`config.mk`:
```
export PLATFORM = sky130hd
export DESIGN_NAME = thermal_window_alert
export DESIGN_NICKNAME = d
export VERILOG_FILES = /design/src/thermal_alert_pkg.sv /design/src/fault_filter.sv /design/src/thermal_window_alert.sv
export SDC_FILE = /design/constraint.sdc
export NUM_CORES = 1
export LEC_CHECK = 0
export BUFFER_PORTS_ARGS = -buffer_cell sky130_fd_sc_hd__buf_2
export CAP_MARGIN = 20
export CORE_MARGIN = 2
export CORE_UTILIZATION = 30
export DETAILED_ROUTE_END_ITERATION = 10
export GPL_ROUTABILITY_DRIVEN = 0
export MAX_ROUTING_LAYER = met4
export PLACE_DENSITY = 0.47
export SETUP_SLACK_MARGIN = 0.5
export SYNTH_ARGS = -nofsm -noshare
export SYNTH_HDL_FRONTEND = slang
export SYNTH_HIERARCHICAL = 1
export SYNTH_SLANG_ARGS = --single-unit
```
`constraint.sdc`:
```
create_clock -name aclk -period 4 [get_ports aclk]
set_input_delay 0.6 -clock aclk [delete_from_list [all_inputs] [get_ports aclk]]
set_output_delay 0.6 -clock aclk [all_outputs]
set_load 0.1 [all_outputs]
```
`src/thermal_alert_pkg.sv`:
```
// Package for the thermal window alert logic: register offsets, field positions,
// reset values and shared types. Assumes a 32-bit AXI4-Lite register bus.
package thermal_alert_pkg;

  localparam int ADDR_W = 8;
  localparam logic [ADDR_W-1:0] OFS_TEMP = 8'h00;
  localparam logic [ADDR_W-1:0] OFS_CONFIG = 8'h04;
  localparam logic [ADDR_W-1:0] OFS_HYST = 8'h08;
  localparam logic [ADDR_W-1:0] OFS_CRIT = 8'h0c;
  localparam logic [ADDR_W-1:0] OFS_LOW = 8'h10;
  localparam logic [ADDR_W-1:0] OFS_HIGH = 8'h14;
  localparam logic [ADDR_W-1:0] OFS_IRQ_STAT = 8'h18;
  localparam logic [ADDR_W-1:0] OFS_IRQ_MASK = 8'h1c;

  localparam int CFG_SHUTDOWN = 0;
  localparam int CFG_INT_MODE = 1;
  localparam int CFG_CRIT_POL = 2;
  localparam int CFG_INT_POL = 3;
  localparam int CFG_FAULT_Q = 4;
  localparam int CFG_W = 5;

  localparam int TEMP_W = 13;
  localparam int TEMP_LSB = 3;
  localparam logic [TEMP_W-1:0] HYST_RST = 13'h0020;
  localparam logic [TEMP_W-1:0] LOW_RST = 13'h00a0;
  localparam logic [TEMP_W-1:0] HIGH_RST = 13'h0400;
  localparam logic [TEMP_W-1:0] CRIT_RST = 13'h0500;
  localparam logic [CFG_W-1:0] CONFIG_RST = 5'h00;

  localparam int FAULT_COUNT = 4;
  localparam int FQ_W = 3;

  // Sticky event bits: 0 high crossed, 1 low crossed, 2 critical, 3 back in window
  localparam int EV_W = 4;
  localparam int EV_HIGH = 0;
  localparam int EV_LOW = 1;
  localparam int EV_CRIT = 2;
  localparam int EV_INSIDE = 3;

  localparam logic [1:0] RESP_OKAY = 2'b00;
  localparam logic [1:0] RESP_SLVERR = 2'b10;

  typedef struct packed {
    logic valid;
    logic signed [TEMP_W-1:0] value;
  } conv_result_t;

  typedef struct packed {
    logic signed [TEMP_W-1:0] low;
    logic signed [TEMP_W-1:0] high;
    logic signed [TEMP_W-1:0] crit;
    logic signed [TEMP_W-1:0] hyst;
  } limits_t;

  typedef struct packed {
    logic crit;
    logic high;
    logic low;
  } flags_t;

endpackage

```
`src/fault_filter.sv`:
```
// Consecutive-fault filter for one limit comparison.
// Assumes sample_en pulses once per completed conversion.
`timescale 1ns/10ps
module fault_filter
  import thermal_alert_pkg::*;
(
  // Clock and reset
  input wire logic aclk,
  input wire logic aresetn,
  // Comparison stream
  input wire logic sample_en,
  input wire logic queue_en,
  input wire logic trip,
  input wire logic clear_cond,
  // Filtered state
  output logic state
);

  logic [FQ_W-1:0] count_reg;

  always_ff @(posedge aclk) begin
    if (!aresetn) begin
      count_reg <= '0;
    end else if (sample_en) begin
      if (!trip) begin
        count_reg <= '0;
      end else if (count_reg < FQ_W'(FAULT_COUNT)) begin
        count_reg <= count_reg + FQ_W'(1);
      end
    end
  end

  // Trips on the conversion that completes the run, or at once with the queue off
  always_ff @(posedge aclk) begin
    if (!aresetn) begin
      state <= 1'b0;
    end else if (sample_en) begin
      if (trip && (!queue_en || count_reg >= FQ_W'(FAULT_COUNT - 1))) begin
        state <= 1'b1;
      end else if (clear_cond) begin
        state <= 1'b0;
      end
    end
  end
endmodule // fault_filter

```
`src/thermal_window_alert.sv`:
```
// Thermal window alert logic: window and critical comparison, interrupt and alarm.
// Assumes conversion results arrive as one-cycle strobes in aclk's domain.
//
// Contract
// RULE1: Interrupt goes active when temperature leaves the window above high or below low.
// RULE2: Status flags record which limit was exceeded.
// RULE3: In event mode, reprogramming limits to bring temperature inside raises one more interrupt.
// RULE4: In comparator mode the interrupt drops as soon as temperature is back inside; here it drops only once the high or low flag releases past the hysteresis.
// RULE5: In event mode the interrupt stays active until the host reads the device.
// RULE6: A separate critical alarm output follows the critical limit independently.
// RULE7: A fall below the low limit notifies the host and sets the low flag.
// RULE8: Config bit one selects comparator mode at zero and event mode at one.
// RULE9: In event mode any host read clears the interrupt.
// RULE10: Entering shutdown resets both the interrupt and the critical alarm.
// RULE11: With the fault queue on, four consecutive faults are needed before flags or outputs.
// RULE12: Comparisons are evaluated once per completed conversion with the new result.
//
// Design decisions made here: register access over AXI4-Lite and the address map.
`timescale 1ns/10ps
module thermal_window_alert
  import thermal_alert_pkg::*;
(
  // Clock and reset
  input wire logic aclk,
  input wire logic aresetn,
  // Conversion results
  input wire conv_result_t conv,
  // AXI4-Lite write address and data
  input wire logic [ADDR_W-1:0] s_axi_awaddr,
  input wire logic s_axi_awvalid,
  output logic s_axi_awready,
  input wire logic [31:0] s_axi_wdata,
  input wire logic [3:0] s_axi_wstrb,
  input wire logic s_axi_wvalid,
  output logic s_axi_wready,
  // AXI4-Lite write response
  output logic [1:0] s_axi_bresp,
  output logic s_axi_bvalid,
  input wire logic s_axi_bready,
  // AXI4-Lite read
  input wire logic [ADDR_W-1:0] s_axi_araddr,
  input wire logic s_axi_arvalid,
  output logic s_axi_arready,
  output logic [31:0] s_axi_rdata,
  output logic [1:0] s_axi_rresp,
  output logic s_axi_rvalid,
  input wire logic s_axi_rready,
  // Alert pins, open drain; irq is a plain level output
  output logic alert_int_o,
  output logic alert_int_oe,
  output logic critical_alarm_out_o,
  output logic critical_alarm_out_oe,
  output logic irq
);

  logic [CFG_W-1:0] config_reg;
  limits_t limits_reg;
  logic signed [TEMP_W-1:0] temp_reg;
  logic int_reg;
  logic [EV_W-1:0] irq_stat_reg;
  logic [EV_W-1:0] irq_mask_reg;
  logic [ADDR_W-1:0] awaddr_reg;
  logic [31:0] wdata_reg;
  logic [3:0] wstrb_reg;
  logic aw_held_reg;
  logic w_held_reg;
  logic limits_written_reg;
  logic shutdown_d_reg;

  logic wr_fire;
  logic rd_fire;
  logic shutdown;
  logic event_mode;
  logic sample_en;
  logic high_trip, low_trip, crit_trip;
  logic high_clr, low_clr, crit_clr;
  logic inside_now;
  flags_t flags;
  logic [EV_W-1:0] ev_pulse;

  assign shutdown = config_reg[CFG_SHUTDOWN];
  assign event_mode = config_reg[CFG_INT_MODE]; // RULE8
  assign sample_en = conv.valid && !shutdown; // RULE12

  // Write channel: address and data taken in either order, response after both
  assign s_axi_awready = !aw_held_reg && !s_axi_bvalid;
  assign s_axi_wready = !w_held_reg && !s_axi_bvalid;
  assign wr_fire = aw_held_reg && w_held_reg && !s_axi_bvalid;

  always_ff @(posedge aclk) begin
    if (!aresetn) begin
      aw_held_reg <= 1'b0;
      awaddr_reg <= '0;
    end else if (s_axi_awvalid && s_axi_awready) begin
      aw_held_reg <= 1'b1;
      awaddr_reg <= s_axi_awaddr;
    end else if (wr_fire) begin
      aw_held_reg <= 1'b0;
    end
  end

  always_ff @(posedge aclk) begin
    if (!aresetn) begin
      w_held_reg <= 1'b0;
      wdata_reg <= '0;
      wstrb_reg <= '0;
    end else if (s_axi_wvalid && s_axi_wready) begin
      w_held_reg <= 1'b1;
      wdata_reg <= s_axi_wdata;
      wstrb_reg <= s_axi_wstrb;
    end else if (wr_fire) begin
      w_held_reg <= 1'b0;
    end
  end

  always_ff @(posedge aclk) begin
    if (!aresetn) begin
      s_axi_bvalid <= 1'b0;
      s_axi_bresp <= RESP_OKAY;
    end else if (wr_fire) begin
      s_axi_bvalid <= 1'b1;
      s_axi_bresp <= (awaddr_reg[1:0] != 2'b00 || awaddr_reg > OFS_IRQ_MASK || awaddr_reg == OFS_TEMP)
        ? RESP_SLVERR : RESP_OKAY;
    end else if (s_axi_bready) begin
      s_axi_bvalid <= 1'b0;
    end
  end

  // Register writes; limits take the temperature field from bits 15:3
  always_ff @(posedge aclk) begin
    if (!aresetn) begin
      config_reg <= CONFIG_RST;
      limits_reg <= '{low: LOW_RST, high: HIGH_RST, crit: CRIT_RST, hyst: HYST_RST};
      irq_mask_reg <= '0;
      limits_written_reg <= 1'b0;
    end else begin
      limits_written_reg <= 1'b0;
      if (wr_fire && wstrb_reg[0]) begin
        case (awaddr_reg)
          OFS_CONFIG: config_reg <= wdata_reg[CFG_W-1:0];
          OFS_IRQ_MASK: irq_mask_reg <= wdata_reg[EV_W-1:0];
          default: ;
        endcase
      end
      if (wr_fire && wstrb_reg[1:0] == 2'b11) begin
        limits_written_reg <= 1'b1;
        case (awaddr_reg)
          OFS_HYST: limits_reg.hyst <= wdata_reg[TEMP_LSB +: TEMP_W];
          OFS_CRIT: limits_reg.crit <= wdata_reg[TEMP_LSB +: TEMP_W];
          OFS_LOW: limits_reg.low <= wdata_reg[TEMP_LSB +: TEMP_W];
          OFS_HIGH: limits_reg.high <= wdata_reg[TEMP_LSB +: TEMP_W];
          default: limits_written_reg <= 1'b0;
        endcase
      end
    end
  end

  // Read channel: one read at a time, answer one cycle after the address
  assign s_axi_arready = !s_axi_rvalid;
  assign rd_fire = s_axi_arvalid && s_axi_arready;

  always_ff @(posedge aclk) begin
    if (!aresetn) begin
      s_axi_rvalid <= 1'b0;
      s_axi_rdata <= '0;
      s_axi_rresp <= RESP_OKAY;
    end else if (rd_fire) begin
      s_axi_rvalid <= 1'b1;
      s_axi_rresp <= RESP_OKAY;
      case (s_axi_araddr)
        OFS_TEMP: s_axi_rdata <= {16'h0000, temp_reg, flags.crit, flags.high, flags.low}; // RULE2
        OFS_CONFIG: s_axi_rdata <= {27'h0, config_reg};
        OFS_HYST: s_axi_rdata <= {16'h0000, limits_reg.hyst, 3'b000};
        OFS_CRIT: s_axi_rdata <= {16'h0000, limits_reg.crit, 3'b000};
        OFS_LOW: s_axi_rdata <= {16'h0000, limits_reg.low, 3'b000};
        OFS_HIGH: s_axi_rdata <= {16'h0000, limits_reg.high, 3'b000};
        OFS_IRQ_STAT: s_axi_rdata <= {28'h0, irq_stat_reg};
        OFS_IRQ_MASK: s_axi_rdata <= {28'h0, irq_mask_reg};
        default: begin
          s_axi_rdata <= '0;
          s_axi_rresp <= RESP_SLVERR;
        end
      endcase
    end else if (s_axi_rready) begin
      s_axi_rvalid <= 1'b0;
    end
  end

  always_ff @(posedge aclk) begin
    if (!aresetn) begin
      temp_reg <= '0;
    end else if (sample_en) begin
      temp_reg <= conv.value; // RULE12
    end
  end

  // Comparisons; a tripped limit releases only past the hysteresis
  assign high_trip = conv.value > limits_reg.high; // RULE1
  assign low_trip = conv.value < limits_reg.low; // RULE7
  assign crit_trip = conv.value >= limits_reg.crit; // RULE6
  assign high_clr = conv.value <= TEMP_W'(limits_reg.high - limits_reg.hyst);
  assign low_clr = conv.value >= TEMP_W'(limits_reg.low + limits_reg.hyst);
  assign crit_clr = conv.value < TEMP_W'(limits_reg.crit - limits_reg.hyst);

  logic [2:0] trip_vec, clr_vec, state_vec;
  assign trip_vec = {crit_trip, high_trip, low_trip};
  assign clr_vec = {crit_clr, high_clr, low_clr};

  genvar gi;
  generate
    for (gi = 0; gi < 3; gi++) begin : g_filter
      fault_filter u_filter (
        .aclk(aclk),
        .aresetn(aresetn && !(shutdown && !shutdown_d_reg)),
        .sample_en(sample_en),
        .queue_en(config_reg[CFG_FAULT_Q]), // RULE11
        .trip(trip_vec[gi]),
        .clear_cond(clr_vec[gi]),
        .state(state_vec[gi])
      );
    end
  endgenerate

  assign flags = '{crit: state_vec[2], high: state_vec[1], low: state_vec[0]}; // RULE2
  assign inside_now = !flags.high && !flags.low;

  always_ff @(posedge aclk) begin
    if (!aresetn) begin
      shutdown_d_reg <= 1'b0;
    end else begin
      shutdown_d_reg <= shutdown;
    end
  end

  logic high_d_reg, low_d_reg, crit_d_reg;
  always_ff @(posedge aclk) begin
    if (!aresetn) begin
      high_d_reg <= 1'b0;
      low_d_reg <= 1'b0;
      crit_d_reg <= 1'b0;
    end else begin
      high_d_reg <= flags.high;
      low_d_reg <= flags.low;
      crit_d_reg <= flags.crit;
    end
  end

  // Limit rewrite that brings the reading inside: compare stored reading to new limits
  logic reentry;
  assign reentry = limits_written_reg && (high_d_reg || low_d_reg)
    && temp_reg <= limits_reg.high && temp_reg >= limits_reg.low;

  // Event mode: set on crossings and on re-entry, held until any read
  always_ff @(posedge aclk) begin
    if (!aresetn) begin
      int_reg <= 1'b0;
    end else if (shutdown && !shutdown_d_reg) begin
      int_reg <= 1'b0; // RULE10
    end else if ((flags.high && !high_d_reg) || (flags.low && !low_d_reg)) begin
      int_reg <= 1'b1; // RULE1 RULE7
    end else if (event_mode && reentry) begin
      int_reg <= 1'b1; // RULE3
    end else if (event_mode && rd_fire) begin
      int_reg <= 1'b0; // RULE5 RULE9
    end else if (!event_mode) begin
      int_reg <= !inside_now; // RULE4
    end
  end

  // Re-entry clears the out flags so comparator mode drops with no new notice
  // is handled by the filters on the next conversion.
  always_ff @(posedge aclk) begin
    if (!aresetn) begin
      alert_int_o <= 1'b0;
      alert_int_oe <= 1'b0;
      critical_alarm_out_o <= 1'b0;
      critical_alarm_out_oe <= 1'b0;
    end else begin
      // Open drain: drive low only while the wanted line level is low
      alert_int_o <= 1'b0;
      alert_int_oe <= int_reg ^ config_reg[CFG_INT_POL];
      critical_alarm_out_o <= 1'b0;
      critical_alarm_out_oe <= (flags.crit && !shutdown) ^ config_reg[CFG_CRIT_POL]; // RULE6 RULE10
    end
  end

  assign ev_pulse = {event_mode && reentry, flags.crit && !crit_d_reg,
    flags.low && !low_d_reg, flags.high && !high_d_reg};

  // Set wins over a write-one clear in the same cycle
  always_ff @(posedge aclk) begin
    if (!aresetn) begin
      irq_stat_reg <= '0;
    end else begin
      irq_stat_reg <= (irq_stat_reg & ~((wr_fire && wstrb_reg[0] && awaddr_reg == OFS_IRQ_STAT)
        ? wdata_reg[EV_W-1:0] : '0)) | ev_pulse;
    end
  end

  assign irq = |(irq_stat_reg & irq_mask_reg);
endmodule // thermal_window_alert

```
After elaboration in Yosys (flattened, before gate mapping)
Cells that the tools add are included.
{"block": "totals", "latch_bits": 0, "rom_bits": 0, "reg_bits": 164, "wordCells": 181, "mem_bits_rw": 0, "inputBits": 73, "memories": 0}
{"block": "classes", "eq_ne": 19, "shifts": 0, "bitwise": 7, "n_addsub": 6, "order_cmp": 15, "div_mod_pow": 0, "n_reduce_logical": 74, "muxes": 28, "n_mul": 0}
{"cell": "case mux 16 bit (8 select lines)", "count": 1}
{"cell": "equality test 8 x 5 -> 1 bit, second input constant", "count": 8}
{"cell": "greater-or-equal comparator 13 bit", "count": 3}
{"cell": "equality test 8 x 4 -> 1 bit, second input constant", "count": 4}
{"cell": "less-or-equal comparator 13 bit", "count": 2}
{"cell": "logical AND 1 bit", "count": 26}
{"cell": "< comparator 13 bit", "count": 2}
{"cell": "AND reduction 2 bit", "count": 13}
{"cell": "subtractor 13 bit", "count": 2}
{"cell": "two-way mux 1 bit", "count": 18}
{"cell": "two-way mux 3 bit", "count": 6}
{"cell": "equality test 8 x 3 -> 1 bit, second input constant", "count": 2}
{"cell": "logical NOT 8 bit", "count": 2}
{"cell": "nonzero test 2 bit", "count": 8}
{"cell": "logical NOT 1 bit", "count": 14}
{"cell": "adder 13 bit", "count": 1}
{"cell": "> comparator 13 bit", "count": 1}
{"cell": "adder 3 x 1 -> 3 bit, second input constant", "count": 3}
{"cell": "greater-or-equal comparator 3 x 2 -> 1 bit, second input constant", "count": 3}
{"cell": "< comparator 3 bit, second input constant", "count": 3}
{"cell": "bitwise AND 4 bit", "count": 2}
{"cell": "> comparator 8 x 5 -> 1 bit, second input constant", "count": 1}
{"cell": "OR reduction 4 bit", "count": 2}
{"cell": "OR reduction 8 bit", "count": 1}
{"cell": "11 further kinds", "count": 21}

Logic depth before layout (Yosys ltp)
Gate-level depths: netlist (run 1).
{"block": "depth", "ltp_word": 8, "depth_mapped": 19}

By module
Netlist (run 1), hierarchy kept.
{"mod": "thermal_window_alert", "cells_each": 1194, "n_inst": 1, "area_each_um2": 9898.2}
{"mod": "fault_filter", "cells_each": 24, "n_inst": 3, "area_each_um2": 211.5}

Worst setup path before layout (run 1)
OpenSTA, ideal clock, no wires.
{"block": "synth_timing", "kind": "flip-flop to flip-flop", "from": "register limits_reg[2] (netlist name)", "to": "register g_filter[1].u_filter.state", "arrival_time_ns": 3.265, "slack_ns": 0.620, "path_stages_with_launch": 16, "setup_time_ns": 0.115, "t_required_ns": 3.885, "cell_sequence": "dfxtp_1 > inv_1 > ha_1 > nor2b_1 > o31a_1 > o31ai_1 > a211oi_1 > o41ai_1 > xnor2_1 > ha_1 > inv_1 > or4_1 > o21ai_0 > nand2_1 > o2bb2ai_1 > o21a_1"}
{"block": "synth_between", "elab_chain_cells": 4}
{"element": "start, declared", "line_no": "thermal_window_alert.sv:57", "text": "limits_t limits_reg;"}
{"element": "start signal, assigned", "line_no": "thermal_window_alert.sv:133", "text": "limits_reg <= '{low: LOW_RST, high: HIGH_RST, crit: CRIT_RST, hyst: HYST_RST};"}
{"element": "subtractor 13 bit", "line_no": "thermal_window_alert.sv:201", "text": "assign high_clr = conv.value <= TEMP_W'(limits_reg.high - limits_reg.hyst);"}
{"element": "less-or-equal comparator 13 bit", "line_no": "thermal_window_alert.sv:201"}
{"element": "via high_clr", "line_no": "thermal_window_alert.sv:76", "text": "logic high_clr, low_clr, crit_clr;"}
{"element": "nonzero test 2 bit (no source line)"}
{"element": "AND reduction 2 bit (no source line)"}
{"element": "end signal, assigned", "line_no": "fault_filter.sv:36", "text": "state <= 1'b0;"}
{"element": "end signal, assigned", "line_no": "fault_filter.sv:39", "text": "state <= 1'b1;"}
{"element": "end signal, assigned", "line_no": "fault_filter.sv:41", "text": "state <= 1'b0;"}
{"element": "end, declared", "line_no": "fault_filter.sv:16", "text": "output logic state"}
The timed path passes the listed nets, and every way through them passes these cells.
A chain may end at the register's enable or synchronous reset.

Worst setup path after layout (run 1)
{"block": "layout_timing", "from": "register limits_reg[0] (netlist name)", "to": "register g_filter[0].u_filter.state"}
{"block": "layout_between", "elab_chain_cells": 4}
{"element": "adder 13 bit", "line_no": "thermal_window_alert.sv:202", "text": "assign low_clr = conv.value >= TEMP_W'(limits_reg.low + limits_reg.hyst);"}
{"element": "greater-or-equal comparator 13 bit", "line_no": "thermal_window_alert.sv:202"}
{"element": "via low_clr", "line_no": "thermal_window_alert.sv:76"}
{"element": "nonzero test 2 bit (no source line)"}
{"element": "AND reduction 2 bit (no source line)"}
{"element": "end signal, assigned", "line_no": "fault_filter.sv:36"}
{"element": "end signal, assigned", "line_no": "fault_filter.sv:39"}
{"element": "end signal, assigned", "line_no": "fault_filter.sv:41"}
{"element": "end, declared", "line_no": "fault_filter.sv:16"}
The timed path passes the listed nets, and every way through them passes these cells.

==> results of run 1 <==
cells by family after synthesis:
| group | Yosys count |
|---|---|
| xor gates and xnor gates | 29 |
| other | 1 |
| and+or+nand+nor | 425 |
| adders and majority gates | 147 |
| AOI/OAI and AO/OA | 328 |
| buffers and inverters | 147 |
| DFF | 146 |
| muxes | 43 |
cells in the final DEF (no fill, tap or decap), types with 5 or more instances in the layout:
cell type and instances:
o21ai_0 50, nor2_1 42, a22o_1 16, nand2b_1 18, nand2_1 205, inv_2 5, and3_1 7, o211ai_1 11
buf_2 79, or3_1 9, nor2b_1 56, and2_1 10, conb_1 20, nand3_1 16, dfxtp_1 143, xor2_1 14
nand4_1 19, nor3_1 12, o21a_1 16, xnor2_1 15, a21oi_1 46, a21boi_0 81, ha_1 140, a21o_1 16
a211o_1 8, mux2i_1 39, clkbuf_16 17, buf_4 52, a21boi_1 13, inv_1 76, a22oi_1 8
worst max-delay path, cell delays in order (launching register included):
cell,delay (ps)
dfxtp_4,360
buf_6,130
ha_4,170
inv_2,60
fa_2,210
nor2b_2,50
o31a_1,290
o31ai_4,250
nand2b_1,140
a21oi_2,160
xor2_1,80
ha_1,290
nand4_1,110
a211o_1,240
a31oi_1,200
o31ai_1,120
a31oi_1,250
nand2_1,90
o2bb2ai_1,130
o21a_1,170
area by class of cell:
cell class | count | area (µm²) | share of cell area [%]
clock buffers | 20 | 457 | 3.68
clock inverters | 12 | 121 | 0.977
inverters | 81 | 304 | 2.45
multi-input cells | 992 | 7220 | 58.1
flip-flops and latches | 146 | 2930 | 23.6
well taps | 455 | 569 | 4.58
repair buffers | 133 | 817 | 6.58
through the flow:
| stage | utilization (%) | hold WS (ps) | cells | cell area (µm²) |
|---|---|---|---|---|
| after global routing | 36.0 | 397 | 1839 | 12400 |
| after CTS | 35.6 | 380 | 1834 | 12300 |
| final | 36.0 | 398 | 1839 | 12400 |
| after global placement | 33.5 | 454 | 1795 | 11600 |
| after detailed placement | 33.5 | 459 | 1795 | 11600 |
| after floorplan | - | 443 | 1285 | 10600 |
repair_timing:
| item | in CTS | in global routing |
|---|---|---|
| resized for setup | 31 | 18 |
| pin swaps | 19 | 16 |
| buffers inserted | 7 | 5 |
| endpoints found under the setup margin | 3 | 3 |
| hold buffers | 0 | 0 |
where the power goes:
part           leakage, nW  internal [mW]  total, mW  switching, mW
clock network        0.276          0.901       1.58          0.683
logic                 3.58          0.173      0.537          0.364
registers             1.19           1.49       1.55         0.0578
metal layers:
| layer | wire length, µm | global-route usage, % |
|---|---|---|
| met5 | 0 | - |
| met4 | 916 | 6.95 |
| met3 | 1830 | 3.69 |
| met2 | 15100 | 29.8 |
| met1 | 17100 | 26.5 |
final timing paths:
kind         slack [ps]            start                         end  cells past startpoint
max                 400    limits_reg[0]  g_filter[0].u_filter/state                     19
min                 400    s_axi_arvalid                s_axi_rvalid                      2
max reg2reg         400    limits_reg[0]  g_filter[0].u_filter/state                     19
min reg2reg         460  s_axi_rdata[10]             s_axi_rdata[10]                      2
==> reports/results.txt, run 1 <==
outcome: finished, final reports clean
WS Path Type: flop to flop
DR vias: 9401
PortBufs: 80
Max Root-Sink Buffers: 2
CTS H-Tree Depth: 4
die height: 191 µm
Clock transition at path regs: 60 ps
Remaining Overflow, GRT: 0
drt first pass iters: 5
Post-synth ARST share: 0%
Yosys top cell area share: 27.8%
Crit path required time: 4330 ps
Die X-Extent: 191 µm
complex-gate fraction of the synthesized area: 21.8%
skew final: 13.6 ps
RSZ-0062 raised after global routing: yes
layout cell share with drive strength beyond 1: 16.0%
n_diodes: 0
I/O pin total: 119
Post-Syn Area: 10500 µm²
fillcell total: 3666
Post-synth EDFFs: 0
Final Hold Fails: 0
clk root buf: clkbuf_16
largest net degree at the start of global routing: 81
Worst Slack Setup Final: 403 ps
Simple-Gate Fraction of Synth Area: 19.9%
Iteration-0 DRC Markers: 528
Final HPWL DP: 27600 µm
fin crit period: 3600 ps
vias in the first global route: 9192
first-pass GRT wire length: 52900 µm
max reg flops: 52
flops & latches, synth: 146
residual DRC count: 0
final net count: 1591
top_reg_cell synth: dfxtp_1
Tot GR Track Use: 19.8%
register area share after synthesis: 27.8%
CP startpoint kind: flop
xor/xnor cell area share of the yosys netlist: 2.41%
TritonCTS Sinks: 146
initial antenna violation count: 0
routed wire length: 35000 µm
dominant cell type by area after synthesis: dfxtp_1
die area: 36600 µm²
DR WL/cell: 19.0 µm
Synth cell types: 72
core area: 34500 µm²
total power: 3.67 mW
row cnt: 68
largest family of logic cells by synthesized area: compound AO/OA/AOI/OAI gates
Initial Utilization: 30.5%
max-slew violations: 0
post-route antenna net violation count: 0
Worst-Skew Late Latency: 440 ps
worst hold path class: input port to flop
Synth area leaders: dfxtp_1 (28%), ha_1 (17%), nand2_1 (7.3%)
Leakage: 5.04 nW
CP endpoint kind: flop
Worst Path Arrival: 3930 ps
area grow syn2layout: 17.9%
most frequent cell after synthesis: nand2_1
Worst-Margin Slew: 968 ps
Max VDD drop: 201 µV
power per cell area: 296 nW/µm²
CTS tree: built
TritonCTS Buffers: 17
Setup TNS: 0 ps
Post-Syn Instances: 1266
Post-Synth Adder-Cell Area: 17.7%
CP max FO: 3
relative slew slack: 35.2%
setup violators final: 0
routed vias/inst: 5.11
fmax: 0.278 GHz
Max Cap Viol: 0
warnings from Yosys: 6
top cells by count, synth: nand2_1 (206), dfxtp_1 (146), ha_1 (144)
pre-CTS setup slack: 39.6 ps
mux cell area share after synthesis: 4.35%
final clock period utilization by the worst path: 89.9%
Synth Area per Inst: 8.32 µm²
Power figures use the tool's default switching activity.
==> run 2, diff against run 1 <==
PLACE_DENSITY = 0.48   (was 0.47)
clock period = 2.91 ns   (was 4 ns; I/O delays follow)
==> run 2 against run 1 <==
Compared with the run above: count of clock-buffer cells in the layout shrank 3; total power grew 44%; highest routed layer unchanged; the flow now finishes with violations (setup timing); flip-flop and latch count is the same; cell count grew 6.5%; hold slack lost 170 ps.
==> reports/results.txt, run 2 (synthesis results as in run 1) <==
failing checks: setup timing
cell area after placement: 12500 µm²
Iteration-0 DRC Markers: 667
Max VDD drop: 355 µV
power per cell area: 386 nW/µm²
WS Path Type: flop to flop
clock power share: 43.8%
TritonCTS Sinks: 146
Layout Utilization: 39.5%
Int Pwr: 3.69 mW
CTS H-Tree Depth: 4
skew final: 7.83 ps
Clock transition at path regs: 60 ps
layout cell share with drive strength beyond 1: 26.6%
outcome: finished, violations left
residual DRC count: 0
fmax: 0.293 GHz
Die X-Extent: 191 µm
vias in the first global route: 9459
CP max FO: 3
row cnt: 68
die height: 191 µm
most frequent cells in the layout: nand2_1 (199), buf_4 (161), ha_1 (138)
final clock period utilization by the worst path: 117%
Final Cell Area: 13700 µm²
Max Root-Sink Buffers: 2
Setup TNS: -1400 ps
CP endpoint kind: flop
Initial Utilization: 30.5%
routed vias/inst: 5.04
first-pass GRT wire length: 56700 µm
setup violators final: 3
drt first pass iters: 5
Worst Path Arrival: 3750 ps
Worst-Skew Late Latency: 440 ps
final net count: 1711
DR vias: 9877
post-route antenna net violation count: 0
fin crit period: 3410 ps
routed wire length: 38600 µm
DR WL/cell: 19.7 µm
Worst-Margin Slew: 672 ps
max reg flops: 52
initial antenna violation count: 0
commonest non-fill, non-tap cell in the layout: nand2_1
Top Usage Layer GRT: met2
Final Hold Fails: 0
n_diodes: 0
Crit path required time: 3250 ps
max-slew violations: 0
switching share of power: 30.1%
global-route met3 utilization: 3.56%
PortBufs: 80
final hold slack: 232 ps
met1 Use GR: 28.8%
worst hold path class: input port to flop
CP startpoint kind: flop
core area: 34500 µm²
Tot GR Track Use: 21.4%
die area: 36600 µm²
Final HPWL DP: 29800 µm
fillcell total: 3562
Switch Pwr: 1.59 mW
Seq pwr share: 40.7%
RSZ-0062 raised after global routing: yes
Worst Slack Setup Final: -501 ps
Leakage: 5.72 nW
total power: 5.28 mW
I/O pin total: 119
area grow syn2layout: 29.7%
TritonCTS Buffers: 17
largest net degree at the start of global routing: 68
Remaining Overflow, GRT: 0
Max Cap Viol: 0
CTS tree: built
hold_buf cts: 0
Combinational Power Share: 15.5%
met2 Track Usage GR: 33.4%
relative slew slack: 55.1%
clk root buf: clkbuf_16
run 2: final timing paths:
kind                                      to  slack, ps  cells past startpoint       startpoint
hold reg to reg              s_axi_rdata[10]        460                      2  s_axi_rdata[10]
setup / recovery  g_filter[0].u_filter/state       -500                     16    limits_reg[1]
hold / removal                  s_axi_rvalid        230                      2    s_axi_arvalid
setup reg to reg  g_filter[0].u_filter/state       -500                     16    limits_reg[1]
run 2: timing repair:
item                       in CTS  in global routing
gates cloned                    0                  3
resized for setup              48                 71
hold endpoints to repair        0                  0
setup endpoints to repair      32                 30
pin swaps                      25                 37
setup buffers                   4                  9
run 2: cell type report:
cell class                      count  area, µm²  share of cell area (%)
Timing Repair Buffer              251       1760                    12.9
Tap cell                          455        569                    4.17
Inverter                           81        314                    2.30
Clock inverter                     14        178                    1.30
Sequential cell                   146       2960                    21.7
Multi-Input combinational cell    994       7450                    54.6
Clock buffer                       17        425                    3.12
run 2: worst max-delay path, cell delays in order, from the launching register on:
cell and delay (ps):
dfxtp_1 330, ha_1 320, a211o_1 360, a2111oi_4 340, buf_4 170, o21bai_1 80
xnor2_1 140, ha_1 290, nand4_1 110, a211o_1 250, a31oi_1 180, o31ai_1 100
buf_4 160, a31oi_4 110, nand2_1 70, o2bb2ai_1 140, o21a_1 170
run 2: power by group through the flow:
stage	Clock [mW]	Combinational, mW	Sequential [mW]
6_report	2.31	0.817	2.15
2_1_floorplan	0	0.529	2.18
4_1_cts	2.36	0.795	2.14
3_5_place_dp	0	0.774	2.19
3_3_place_gp	0	0.767	2.19
5_1_grt	2.44	0.888	2.15
run 2: per-stage QoR:
| step | cells | setup slack [ps] |
|---|---|---|
| after detailed placement | 1911 | -657 |
| after floorplan | 1285 | -400 |
| after global placement | 1911 | -644 |
| final | 1958 | -501 |
| after CTS | 1946 | -496 |
| after global routing | 1958 | -670 |
run 2: metal layers:
layer	wire, µm	share of wire [%]	vias to the layer above
met5	0	0	-
li1	-	-	4907
met3	2180	5.7	44
met1	18400	48	4659
met4	643	1.7	0
met2	17400	45	267
